$ cat config.mk
export PLATFORM = sky130hd
export DESIGN_NAME = adc_ctrl
export DESIGN_NICKNAME = d
export VERILOG_FILES = /design/src/rtl/adc_ctrl.v /design/src/rtl/conv_clock_gen.v /design/src/rtl/sar_engine.v
export VERILOG_INCLUDE_DIRS = /design/src /design/src/rtl
export SDC_FILE = /design/constraint.sdc
export NUM_CORES = 1
export LEC_CHECK = 0
export BUFFER_PORTS_ARGS = -buffer_cell sky130_fd_sc_hd__buf_2
export CORE_MARGIN = 1.5
export CORE_UTILIZATION = 30
export CTS_CLUSTER_DIAMETER = 50
export CTS_CLUSTER_SIZE = 28
export DETAILED_ROUTE_END_ITERATION = 12
export GPL_TIMING_DRIVEN = 0
export SLEW_MARGIN = 25
export SYNTH_ARGS = -nofsm -noshare
export SYNTH_HDL_FRONTEND = slang
export SYNTH_SLANG_ARGS = --single-unit
export TNS_END_PERCENT = 100
$ cat constraint.sdc
create_clock -name hclk -period 3.5 [get_ports hclk]
set_input_delay 0.175 -clock hclk [delete_from_list [all_inputs] [get_ports hclk]]
set_output_delay 0.175 -clock hclk [all_outputs]
set_load 0.01 [all_outputs]
$ cat src/rtl/adc_ctrl_defines.vh
// Register map, field positions, reset values and timing counts
`ifndef ADC_CTRL_DEFINES_VH
`define ADC_CTRL_DEFINES_VH

// Word offsets on the register bus
`define OFF_CTRL        8'h00
`define OFF_STAT_CTRL   8'h04
`define OFF_RES_HIGH    8'h08
`define OFF_RES_LOW     8'h0c
`define OFF_PIN_EN      8'h10
`define OFF_IRQ_STATUS  8'h14
`define OFF_IRQ_MASK    8'h18

// Control register fields
`define CTRL_PU_BIT     7
`define CTRL_LJ_BIT     6
`define CTRL_8B_BIT     5
`define CTRL_PRS_LSB    0
`define CTRL_PRS_MSB    3
`define CTRL_RST        8'h00

// Status and control register fields
`define SC_CCF_BIT      7
`define SC_IE_BIT       6
`define SC_CH_LSB       0
`define SC_CH_MSB       2
`define SC_RST          8'h00

// Pin enable and interrupt register resets
`define PE_RST          8'h00
`define IST_DONE_BIT    0
`define IST_ABORT_BIT   1
`define IST_RST         2'h0
`define MASK_RST        2'h0

// Sample window in conversion clock periods
`define SAMPLE_TICKS    14

`endif

$ cat src/rtl/adc_ctrl.v
// Converter control: register file, bus slave, interrupt, analog steering
//
// Operation
// - System reset restores every register and leaves the converter powered down.
// - Reset during a conversion abandons it, clearing done flag and approximation bits.
// - System reset cancels any pending converter interrupt request.
// - Setting the power-up bit does not reinitialise any register.
// - Writing the main control register stops a conversion without starting another.
// - With interrupt enabled, conversion end raises request with result already stored.
// - Interrupt request is asserted while done flag and enable are both set, or while any status bit enabled by the mask is set.
// - Any write to the status and control register clears the done flag.
// - Reading either result register clears the done flag.
// - Multiplexer routes exactly one of eight channels, chosen by channel select.
// - Writing status and control while powered up starts a conversion, aborting any running one.
// - Sampling lasts fourteen conversion clock periods before approximation begins.
// - A disabled pin converts the low reference, giving zero results.
// - Writing the pin enable register aborts a conversion without starting one.
`default_nettype none
`include "adc_ctrl_defines.vh"

module adc_ctrl #(
	parameter RES_W = 10,
	parameter PRS_W = 4
) (
	// Clock and reset
	input  wire        hclk,
	input  wire        hresetn,
	// AHB-Lite slave
	input  wire        hsel,
	input  wire [7:0]  haddr,
	input  wire [1:0]  htrans,
	input  wire        hwrite,
	input  wire [2:0]  hsize,
	input  wire [31:0] hwdata,
	input  wire        hready,
	output reg         hreadyout,
	output reg         hresp,
	output reg  [31:0] hrdata,
	// Analog front end
	input  wire        comp_in,
	output reg  [2:0]  channel_sel,
	output reg         ref_low_sel,
	output reg         sample_en,
	output reg         powered,
	output reg  [RES_W-1:0] dac_code,
	// Interrupt
	output reg         irq
);

	// Register file
	reg [7:0]       ctrl_reg;
	reg             irq_en_reg;
	reg [2:0]       chan_reg;
	reg             done_flag_reg;
	reg [7:0]       pin_en_reg;
	reg [RES_W-1:0] res_reg;
	reg             res_lj_reg;
	reg             res_8b_reg;
	reg [1:0]       ist_reg;
	reg [1:0]       mask_reg;

	// Bus pipeline
	reg             wr_pend_reg;
	reg             rd_pend_reg;
	reg [7:0]       addr_reg;

	// Engine links
	wire             tick;
	wire             eng_sampling;
	wire             eng_busy;
	wire [RES_W-1:0] eng_code;
	wire             eng_done;
	wire [RES_W-1:0] eng_result;

	// Next values for flags
	reg             done_flag_next;
	reg [1:0]       ist_next;
	reg             start_conv;
	reg             abort_conv;

	// Reset image of the status and control register
	localparam [7:0] SC_RST_V = `SC_RST;

	// Formats one result byte from the stored code
	function [7:0] fmt_result;
		input [RES_W-1:0] code;
		input             lj;
		input             eight;
		input             high;
		reg   [15:0]      word;
		begin
			word = 16'h0000;
			if (eight)
				word = {code[RES_W-1:RES_W-8], 8'h00};
			else if (lj)
				word = {code, 6'h00};
			else
				word = {6'h00, code};
			fmt_result = high ? word[15:8] : word[7:0];
		end
	endfunction

	// Address phase accepted by this slave
	wire bus_take = hsel && htrans[1] && hready;
	wire pu       = ctrl_reg[`CTRL_PU_BIT];
	wire rd_fire  = rd_pend_reg;
	wire wr_fire  = wr_pend_reg;

	wire wr_ctrl  = wr_fire && (addr_reg == `OFF_CTRL);
	wire wr_sc    = wr_fire && (addr_reg == `OFF_STAT_CTRL);
	wire wr_pe    = wr_fire && (addr_reg == `OFF_PIN_EN);
	wire wr_mask  = wr_fire && (addr_reg == `OFF_IRQ_MASK);
	wire rd_res   = rd_fire && ((addr_reg == `OFF_RES_HIGH) ||
	                            (addr_reg == `OFF_RES_LOW));
	wire rd_ist   = rd_fire && (addr_reg == `OFF_IRQ_STATUS);

	// Channel carried by a status write; the stored field lags one cycle
	wire [2:0] new_chan = hwdata[`SC_CH_MSB:`SC_CH_LSB];

	// Restarting the prescaler with each conversion keeps the sample
	// window at whole conversion clock periods, whatever the tick phase
	wire clk_run  = pu && !start_conv;

	// Prescaled conversion clock, stopped while powered down
	conv_clock_gen #(
		.PRS_W    (PRS_W)
	) u_clk (
		.hclk     (hclk),
		.hresetn  (hresetn),
		.run      (clk_run),
		.prescale (ctrl_reg[`CTRL_PRS_MSB:`CTRL_PRS_LSB]),
		.tick     (tick)
	);

	// Sampling and approximation sequencer
	sar_engine #(
		.RES_W      (RES_W)
	) u_sar (
		.hclk       (hclk),
		.hresetn    (hresetn),
		.tick       (tick),
		.start      (start_conv),
		.abort      (abort_conv),
		.eight_bit  (ctrl_reg[`CTRL_8B_BIT]),
		.zero_input (~pin_en_reg[new_chan]),
		.comp_in    (comp_in),
		.sampling   (eng_sampling),
		.busy       (eng_busy),
		.sar_code   (eng_code),
		.done       (eng_done),
		.result     (eng_result)
	);

	// Start and abort decisions from data-phase writes
	always @*
	begin
		start_conv = wr_sc && pu;
		// pin enable write stops
		// A status write also aborts; the engine lets the start win
		abort_conv = wr_ctrl || wr_pe || wr_sc ||
			(!pu && eng_busy);
	end

	// Done flag and sticky events; a completion beats a same-cycle clear
	always @*
	begin
		done_flag_next = done_flag_reg;
		ist_next       = ist_reg;
		if (wr_sc)
			done_flag_next = 1'b0;
		if (rd_res)
			done_flag_next = 1'b0;
		if (rd_ist)
			ist_next = `IST_RST;
		if (eng_done)
		begin
			done_flag_next           = 1'b1;
			ist_next[`IST_DONE_BIT]  = 1'b1;
		end
		if (abort_conv && eng_busy)
			ist_next[`IST_ABORT_BIT] = 1'b1;
	end

	// Bus pipeline; reads take one wait state so hrdata comes from a flop
	always @(posedge hclk or negedge hresetn)
	begin
		if (!hresetn)
		begin
			wr_pend_reg <= 1'b0;
			rd_pend_reg <= 1'b0;
			addr_reg    <= 8'h00;
			hreadyout   <= 1'b1;
			hresp       <= 1'b0;
		end
		else
		begin
			wr_pend_reg <= bus_take && hwrite;
			rd_pend_reg <= bus_take && !hwrite;
			if (bus_take)
				addr_reg <= haddr;
			hreadyout   <= !(bus_take && !hwrite);
			hresp       <= 1'b0;
		end
	end

	// Read data, formed while the master waits
	always @(posedge hclk or negedge hresetn)
	begin
		if (!hresetn)
			hrdata <= 32'h0000_0000;
		else if (rd_fire)
		begin
			case (addr_reg)
			`OFF_CTRL:
				hrdata <= {24'h0, ctrl_reg};
			`OFF_STAT_CTRL:
				hrdata <= {24'h0, done_flag_reg, irq_en_reg, 3'b000,
					chan_reg};
			`OFF_RES_HIGH:
				hrdata <= {24'h0, fmt_result(res_reg, res_lj_reg,
					res_8b_reg, 1'b1)};
			`OFF_RES_LOW:
				hrdata <= {24'h0, fmt_result(res_reg, res_lj_reg,
					res_8b_reg, 1'b0)};
			`OFF_PIN_EN:
				hrdata <= {24'h0, pin_en_reg};
			`OFF_IRQ_STATUS:
				hrdata <= {30'h0, ist_reg};
			`OFF_IRQ_MASK:
				hrdata <= {30'h0, mask_reg};
			default:
				hrdata <= 32'h0000_0000;
			endcase
		end
	end

	// Software-written registers
	always @(posedge hclk or negedge hresetn)
	begin
		if (!hresetn)
		begin
			ctrl_reg   <= `CTRL_RST;
			// Enable and channel take their slices of the reset image
			irq_en_reg <= SC_RST_V[`SC_IE_BIT];
			chan_reg   <= SC_RST_V[`SC_CH_MSB:`SC_CH_LSB];
			pin_en_reg <= `PE_RST;
			mask_reg   <= `MASK_RST;
		end
		else
		begin
			if (wr_ctrl)
				ctrl_reg <= hwdata[7:0];
			if (wr_sc)
			begin
				irq_en_reg <= hwdata[`SC_IE_BIT];
				chan_reg   <= hwdata[`SC_CH_MSB:`SC_CH_LSB];
			end
			if (wr_pe)
				pin_en_reg <= hwdata[7:0];
			if (wr_mask)
				mask_reg <= hwdata[1:0];
		end
	end

	// Result and flags
	always @(posedge hclk or negedge hresetn)
	begin
		if (!hresetn)
		begin
			done_flag_reg <= 1'b0;
			res_reg       <= {RES_W{1'b0}};
			res_lj_reg    <= 1'b0;
			res_8b_reg    <= 1'b0;
			ist_reg       <= `IST_RST;
		end
		else
		begin
			done_flag_reg <= done_flag_next;
			ist_reg       <= ist_next;
			if (eng_done)
			begin
				res_reg    <= eng_result;
				res_lj_reg <= ctrl_reg[`CTRL_LJ_BIT];
				res_8b_reg <= ctrl_reg[`CTRL_8B_BIT];
			end
		end
	end

	// Interrupt output tracks the next flag state, so it rises with the flag
	always @(posedge hclk or negedge hresetn)
	begin
		if (!hresetn)
			irq <= 1'b0;
		else
			irq <= (done_flag_next && irq_en_reg) ||
				(|(ist_next & mask_reg));
	end

	// Analog steering; channel held steady for the whole conversion
	always @(posedge hclk or negedge hresetn)
	begin
		if (!hresetn)
		begin
			channel_sel <= 3'h0;
			ref_low_sel <= 1'b0;
			sample_en   <= 1'b0;
			powered     <= 1'b0;
			dac_code    <= {RES_W{1'b0}};
		end
		else
		begin
			if (start_conv)
			begin
				channel_sel <= new_chan;
				ref_low_sel <= ~pin_en_reg[new_chan];
			end
			sample_en <= eng_sampling;
			powered   <= pu;
			dac_code  <= eng_code;
		end
	end

endmodule

`default_nettype wire

$ cat src/rtl/conv_clock_gen.v
// Prescaler making the conversion clock as a one-cycle tick
`default_nettype none

module conv_clock_gen #(
	parameter PRS_W = 4
) (
	// Clock and reset
	input  wire             hclk,
	input  wire             hresetn,
	// Control
	input  wire             run,
	input  wire [PRS_W-1:0] prescale,
	// Tick out
	output reg              tick
);

	reg [PRS_W:0] cnt_reg;

	// Tick every 2*(prescale+1) bus cycles; parked one count in while
	// stopped, so the first tick after a restart is a full period later
	always @(posedge hclk or negedge hresetn)
	begin
		if (!hresetn)
		begin
			cnt_reg <= {(PRS_W+1){1'b0}};
			tick    <= 1'b0;
		end
		else if (!run)
		begin
			cnt_reg <= {{PRS_W{1'b0}}, 1'b1};
			tick    <= 1'b0;
		end
		else if (cnt_reg == {prescale, 1'b1})
		begin
			cnt_reg <= {(PRS_W+1){1'b0}};
			tick    <= 1'b1;
		end
		else
		begin
			cnt_reg <= cnt_reg + 1'b1;
			tick    <= 1'b0;
		end
	end

endmodule

`default_nettype wire

$ cat src/rtl/sar_engine.v
// Sample window and successive approximation sequencer
`default_nettype none
`include "adc_ctrl_defines.vh"

module sar_engine #(
	parameter RES_W = 10
) (
	// Clock and reset
	input  wire             hclk,
	input  wire             hresetn,
	// Control
	input  wire             tick,
	input  wire             start,
	input  wire             abort,
	input  wire             eight_bit,
	input  wire             zero_input,
	input  wire             comp_in,
	// Status and data
	output reg              sampling,
	output reg              busy,
	output reg  [RES_W-1:0] sar_code,
	output reg              done,
	output reg  [RES_W-1:0] result
);

	localparam ST_IDLE = 2'd0;
	localparam ST_SAMP = 2'd1;
	localparam ST_CONV = 2'd2;
	// Wide images so the counters take a deliberate slice
	localparam [31:0] TOP_BIT_W   = RES_W - 1;
	localparam [31:0] SAMP_LAST_W = `SAMPLE_TICKS - 1;

	reg [1:0] state_reg;
	reg [3:0] cnt_reg;
	reg [3:0] bit_reg;
	reg       zero_reg;
	reg       last_reg;
	reg [RES_W-1:0] trial;

	// Comparator high keeps the trial bit; low reference always drops it
	always @*
	begin
		trial = sar_code;
		if (zero_reg || !comp_in)
			trial[bit_reg] = 1'b0;
	end

	// Sequencer; a start in the abort cycle restarts cleanly
	always @(posedge hclk or negedge hresetn)
	begin
		if (!hresetn)
		begin
			state_reg <= ST_IDLE;
			cnt_reg   <= 4'h0;
			bit_reg   <= 4'h0;
			zero_reg  <= 1'b0;
			last_reg  <= 1'b0;
			sampling  <= 1'b0;
			busy      <= 1'b0;
			sar_code  <= {RES_W{1'b0}};
			done      <= 1'b0;
			result    <= {RES_W{1'b0}};
		end
		else
		begin
			done <= 1'b0;
			if (start)
			begin
				state_reg <= ST_SAMP;
				cnt_reg   <= 4'h0;
				zero_reg  <= zero_input;
				last_reg  <= eight_bit;
				sampling  <= 1'b1;
				busy      <= 1'b1;
				sar_code  <= {RES_W{1'b0}};
			end
			else if (abort)
			begin
				state_reg <= ST_IDLE;
				sampling  <= 1'b0;
				busy      <= 1'b0;
				sar_code  <= {RES_W{1'b0}};
			end
			else if (tick)
			begin
				case (state_reg)
				ST_SAMP:
				begin
					if (cnt_reg == SAMP_LAST_W[3:0])
					begin
						state_reg <= ST_CONV;
						sampling  <= 1'b0;
						bit_reg   <= TOP_BIT_W[3:0];
						sar_code  <= {1'b1, {(RES_W-1){1'b0}}};
					end
					else
						cnt_reg <= cnt_reg + 4'h1;
				end
				ST_CONV:
				begin
					if (bit_reg == (last_reg ? 4'h2 : 4'h0))
					begin
						state_reg <= ST_IDLE;
						busy      <= 1'b0;
						done      <= 1'b1;
						result    <= trial;
						sar_code  <= {RES_W{1'b0}};
					end
					else
					begin
						sar_code <= trial | ({{(RES_W-1){1'b0}}, 1'b1}
							<< (bit_reg - 4'h1));
						bit_reg  <= bit_reg - 4'h1;
					end
				end
				default:
					state_reg <= ST_IDLE;
				endcase
			end
		end
	end

endmodule

`default_nettype wire

[Word-level counts from Yosys, hierarchy flattened]
Cells that the tools add are included.
Storage, ports and cells
  bits in registers: 137
  input port bits: 51
  output and inout port bits: 51
  logic and storage cells: 162
Operators by class
  add/sub/neg operators: 3
  order comparisons: 3
  equal/unequal tests: 17
  shift operators: 1
  muxes and demuxes: 54
  bitwise logic cells: 7
  reductions and logical operators: 45
Operators by type and width (number)
  $mux W10: 6
  $pmux W8 S7: 1
  $mux W16: 2
  $mux W4: 7
  $eq A8 B5 Y1 const B: 3
  $mux W1: 24
  $pmux W10 S2: 1
  $eq A8 B4 Y1 const B: 2
  $logic_and A1 B1 Y1: 16
  $reduce_bool A3 Y1: 5
  $mux W2: 7
  $reduce_and A3 Y1: 4
  $and A10 B10 Y10: 1
  $mux W5: 2
  $not A10 Y10: 1
  $or A10 B10 Y10: 1
  $shl A1 B4 Y10 const A: 1
  $eq A8 B3 Y1 const B: 1
  $logic_not A8 Y1: 1
  $ne A4 B3 Y1 const B: 2
  $pmux W4 S2: 1
  $logic_or A1 B1 Y1: 6
  $ne A2 B2 Y1 const B: 3
  $reduce_and A6 Y1: 1
  other kinds (23): 31

[Longest topological paths before layout]
  depth after elaboration: 13
  mapped depth: 7
  gate-level depth less buffers: 6

[Cells and area by module]
A second synthesis with hierarchy kept.
Unflattened totals
  cell total of the unflattened synthesis: 481
  area total of the unflattened synthesis: 5730.5 sq um
Modules (own cells, without submodules)
  adc_ctrl: times used 1, cells an instance 266, area an instance 3435.8 sq um, seq. area each 1828.0 sq um
  sar_engine: times used 1, cells an instance 189, area an instance 1999.4 sq um, seq. area each 875.8 sq um
  conv_clock_gen: times used 1, cells an instance 26, area an instance 295.3 sq um, seq. area each 150.1 sq um

[Least setup slack after synthesis]
OpenSTA, ideal clock, no wires.
  path type: reg2reg
  from: reg addr_reg[1]
  to: reg irq
  library setup time: 0.129 ns
  arrival time: 1.720 ns
  data required time: 3.371 ns
  slack: 1.651 ns
  cell stages (with the launch flop): 6
  buffers on the path: 1
  clock period less this slack: 1.849 ns
  path through: dfrtp_1 -> buf_6 -> nor4b_4 -> nand4_1 -> a221o_1 -> a2111o_1
On the way
  longest elaborated chain between the ends: 10
  elaborated cells on any way between the ends: 26
  those cells by class: 5 x eq/ne; 6 x mux; 1 x bitwise; 14 x reduce/logical
Ends and longest elaborated chain
  start: declaration: RTL line adc_ctrl.v:65  | reg [7:0] addr_reg;
  start signal: assignment: RTL line adc_ctrl.v:200  | addr_reg <= haddr;
  $eq A8 B5 Y1 / $logic_not A8 Y1 (equally long branches)
  $logic_and A1 B1 Y1 (on tied branches): RTL line adc_ctrl.v:111, adc_ctrl.v:109
  $logic_or A1 B1 Y1 (3 in series): RTL line adc_ctrl.v:160  | abort_conv = wr_ctrl || wr_pe || wr_sc ||
  $logic_and A1 B1 Y1: RTL line adc_ctrl.v:180  | if (abort_conv && eng_busy)
  $mux W1 (*): RTL line adc_ctrl.v:180
  named net ist_next[1]: RTL line adc_ctrl.v:77  | reg [1:0] ist_next;
  $and A2 B2 Y2 (*): RTL line adc_ctrl.v:296  | (|(ist_next & mask_reg));
  $reduce_or A2 Y1 (*): RTL line adc_ctrl.v:296
  $logic_or A1 B1 Y1 (*): RTL line adc_ctrl.v:295  | irq <= (done_flag_next && irq_en_reg) ||
  end signal: assignment: RTL line adc_ctrl.v:295
  end: declaration: RTL line adc_ctrl.v:47  | output reg irq
The timed path passes the listed nets; every way through them passes the cells marked *.
A chain may end at the register's enable or synchronous reset.

[Worst setup path after layout]
  from: reg addr_reg[4]
  to: reg ctrl_reg[4]
On the way
  longest elaborated chain between the ends: 2
Ends and longest elaborated chain
  $logic_not A8 Y1
  $logic_and A1 B1 Y1: RTL line adc_ctrl.v:109  | wire wr_ctrl = wr_fire && (addr_reg == `OFF_CTRL);
  end signal: assignment: RTL line adc_ctrl.v:242  | ctrl_reg <= `CTRL_RST;
  end signal: assignment: RTL line adc_ctrl.v:252  | ctrl_reg <= hwdata[7:0];
  end: declaration: RTL line adc_ctrl.v:51  | reg [7:0] ctrl_reg;
No other way between the ends.

==> insert_results.sql <==
INSERT INTO impl_metrics (metric_group, metric, value, unit) VALUES
('cells_and_area', 'area_of_the_multi_input_gates', '2490', 'um2'),
('synth', 'netlist.top_cell.by_area', 'sky130_fd_sc_hd__dfrtp_1', ''),
('worst_setup_path', 'timing.critical_path.to_type', 'flop', ''),
('cells_and_area', 'drive_above_1_share', '31.3', '%'),
('detailed_routing', 'detail_route.vias_per_cell', '5.09', ''),
('sta', 'setup_repair_after_global_routing_missed_its_margin', 'false', ''),
('clock_tree', 'cts_setup_buffers', '0', ''),
('detailed_routing', 'drt_first_pass_iters', '9', ''),
('power_and_ir_drop', 'seqPwrFrac', '40.4', '%'),
('sta', 'timing.max_slew.rel_slack', '37.7', '%'),
('worst_setup_path', 'worst-r2r-cell-count', '3', ''),
('synth', 'count_of_different_cell_masters_after_synthesis', '63', ''),
('cells_and_area', 'finish.instance_area', '6960', 'um2'),
('detailed_routing', 'num_vias', '4213', ''),
('floorplan', 'start_util', '31.0', '%'),
('sta', 'max_freq', '0.421', 'GHz'),
('hold_path', 'worstHoldEndpoint', 'addr_reg[1]', ''),
('flow_run', 'drv_cap', '0', ''),
('detailed_routing', 'drt_iter0_drc', '242', ''),
('power_and_ir_drop', 'pwr-share-clk', '42.5', '%'),
('sta', 'final_min_period_over_clock_period', '67.9', '%'),
('worst_setup_path', 'critical_path.max_fanout', '8', ''),
('detailed_routing', 'drc', '7', ''),
('sta', 'slew_viol_final', '0', ''),
('worst_setup_path', 'cp-start-kind', 'flop', ''),
('worst_setup_path', 'critical_path_class', 'flop to flop', ''),
('synth', 'post_synth_instance_area', '5620', 'um2'),
('hold_path', 'holdCritStartpoint', 'haddr[1]', ''),
('power_and_ir_drop', 'design_power_total', '3.99', 'mW'),
('hold_path', 'hold_class', 'input pin to flop', ''),
('sta', 'final.setup.tns', '0', 'ns'),
('floorplan', 'placeableCoreArea', '18100', 'um2'),
('floorplan', 'die_outline_area', '19600', 'um2'),
('power_and_ir_drop', 'worst_ir_drop_vdd', '0.334', 'mV'),
('cells_and_area', 'final_nets', '649', ''),
('cells_and_area', 'area_growth_syn_to_layout', '23.9', '%'),
('clock_tree', 'clk_latency', '0.42', 'ns'),
('global_routing', 'grt.total_usage', '14.8', '%'),
('synth', 'ys.flop_type', 'sky130_fd_sc_hd__dfrtp_1', ''),
('power_and_ir_drop', 'power-per-cell-area', '573', 'nW/um2'),
('sta', 'setup_viol_count_final', '0', ''),
('sta', 'layout_min_cycle_time', '2.38', 'ns'),
('worst_setup_path', 'crit_arrival', '2.67', 'ns'),
('worst_setup_path', 'r2r_setup_slack', '1.12', 'ns'),
('floorplan', 'die_width', '140', 'um'),
('outcome', 'status', 'finished with violations', ''),
('cells_and_area', 'filler_cell_count', '1790', ''),
('synth', 'async_flop_share', '100', '%'),
('detailed_routing', 'avgRoutedWirePerCell', '16.6', 'um'),
('cells_and_area', 'antenna_diodes', '0', ''),
('place', 'gp_congestion', '0.911', ''),
('floorplan', 'io_pins', '102', ''),
('worst_setup_path', 'worst_ep_required_time', '3.80', 'ns'),
('clock_tree', 'cts_num_sinks', '113', ''),
('global_routing', 'grt.overflow.total', '0', ''),
('global_routing', 'number_of_global_route_vias_before_repair', '4199', ''),
('clock_tree', 'clock_tree.buffer_depth', '2', ''),
('clock_tree', 'cts_root_buf', 'sky130_fd_sc_hd__clkbuf_16', ''),
('sta', 'timing_hold_violations_final', '0', ''),
('power_and_ir_drop', 'power.switching_fraction', '27.6', '%'),
('outcome', 'failing_checks', 'design-rule violations', ''),
('worst_setup_path', 'rr_endpoint', 'ctrl_reg[4]', ''),
('power_and_ir_drop', 'power.leakage', '3.18', 'nW'),
('synth', 'post_synth.cell_area_avg', '11.6', 'um2'),
('global_routing', 'pin_count_of_the_biggest_net_entering_global_routing', '62', ''),
('power_and_ir_drop', 'relative_contribution_of_combinational_cells_to_total_power', '17.1', '%'),
('worst_setup_path', 'worstReg2RegStart', 'addr_reg[4]', ''),
('synth', 'synth.area.top_cells', 'sky130_fd_sc_hd__dfrtp_1 (50%), sky130_fd_sc_hd__mux2_2 (11%), sky130_fd_sc_hd__buf_4 (3.6%)', ''),
('cells_and_area', 'area.sequential', '2830', 'um2'),
('cells_and_area', 'layout_commonest_cell', 'sky130_fd_sc_hd__dfrtp_1', ''),
('detailed_routing', 'route.antenna.remaining_nets', '0', '');
==> area by class of cell <==
cell class,instances,share of cell area (%)
Sequential cell,113,40.7
Tap cell,229,4.12
Clock buffer,22,6.82
Multi-Input combinational cell,321,35.8
Inverter,26,1.40
Timing Repair Buffer,59,5.38
Buffer,47,4.30
Clock inverter,10,1.56
==> cell families (layout without fill, tap and decap cells) <==
logic type                 count (synthesis)  count (layout)  synth area share (%)
adders and majority gates                 13              13                  2.90
and+or+nand+nor                          115             115                  12.4
AOI/OAI and AO/OA                         95              95                  12.3
xor gates and xnor gates                   8               8                  1.25
DFF                                      113             113                  50.4
other                                      1              25                0.0668
muxes                                     65              65                  13.7
buffers and inverters                     73             164                  7.06
==> worst max-delay path, cell delays in order (launching register included) <==
cell and delay [ns]:
sky130_fd_sc_hd__dfrtp_1 0.43, sky130_fd_sc_hd__nor4_2 0.84, sky130_fd_sc_hd__nand3_1 0.56, sky130_fd_sc_hd__mux2_2 0.43
==> layer usage <==
metal | vias to the layer above | routed length (um) | global-route usage, %
met5 | - | 0 | 0
met4 | 0 | 316 | 6.15
met3 | 26 | 865 | 3.85
met2 | 168 | 6270 | 22.6
met1 | 2087 | 6280 | 19.9
li1 | 1932 | - | -
==> power by group through the flow <==
stage / combinational (mW) / clock (mW) / sequential (mW)
3_5_place_dp: 0.666 / 0 / 1.63
5_1_grt: 0.752 / 1.79 / 1.64
3_3_place_gp: 0.647 / 0 / 1.63
4_1_cts: 0.679 / 1.74 / 1.61
2_1_floorplan: 0.406 / 0 / 1.63
6_report: 0.682 / 1.70 / 1.61
==> through the flow <==
step                      util (%)  worst slack, ns  cells  hold slack (ns)
after floorplan                  -             1.65    507           -0.121
after global placement        34.4            0.915    784            0.367
after detailed placement      34.5             1.15    785            0.168
after CTS                     38.3             1.13    827        0.0000476
after global routing          38.3            0.892    827          0.00549
final                         38.3             1.12    827          0.00888
==> cells in the mapped netlist (11+ instances only) <==
library cell and count:
sky130_fd_sc_hd__a21oi_1 11, sky130_fd_sc_hd__a31oi_1 11, sky130_fd_sc_hd__buf_4 27, sky130_fd_sc_hd__clkbuf_1 13
sky130_fd_sc_hd__dfrtp_1 112, sky130_fd_sc_hd__ha_1 13, sky130_fd_sc_hd__inv_1 26, sky130_fd_sc_hd__mux2_2 56
sky130_fd_sc_hd__nand2_1 16, sky130_fd_sc_hd__nand3_1 16, sky130_fd_sc_hd__nor2_1 14, sky130_fd_sc_hd__o21ai_0 17
==> how the worst max path moves through the flow <==
| stage | startpoint | end | depth (start not counted) | slack [ns] |
|---|---|---|---|---|
| after floorplan | addr_reg[1] | irq | 5 | 1.65 |
| after global placement | hresetn | u_clk.cnt_reg[4] | 1 | 0.92 |
| after detailed placement | addr_reg[4] | ctrl_reg[2] | 3 | 1.15 |
| after CTS | addr_reg[4] | ctrl_reg[2] | 3 | 1.13 |
| after global routing | addr_reg[4] | ctrl_reg[4] | 3 | 0.89 |
| final | addr_reg[4] | ctrl_reg[4] | 3 | 1.12 |
No activity file was read; power rests on OpenSTA's default activity.
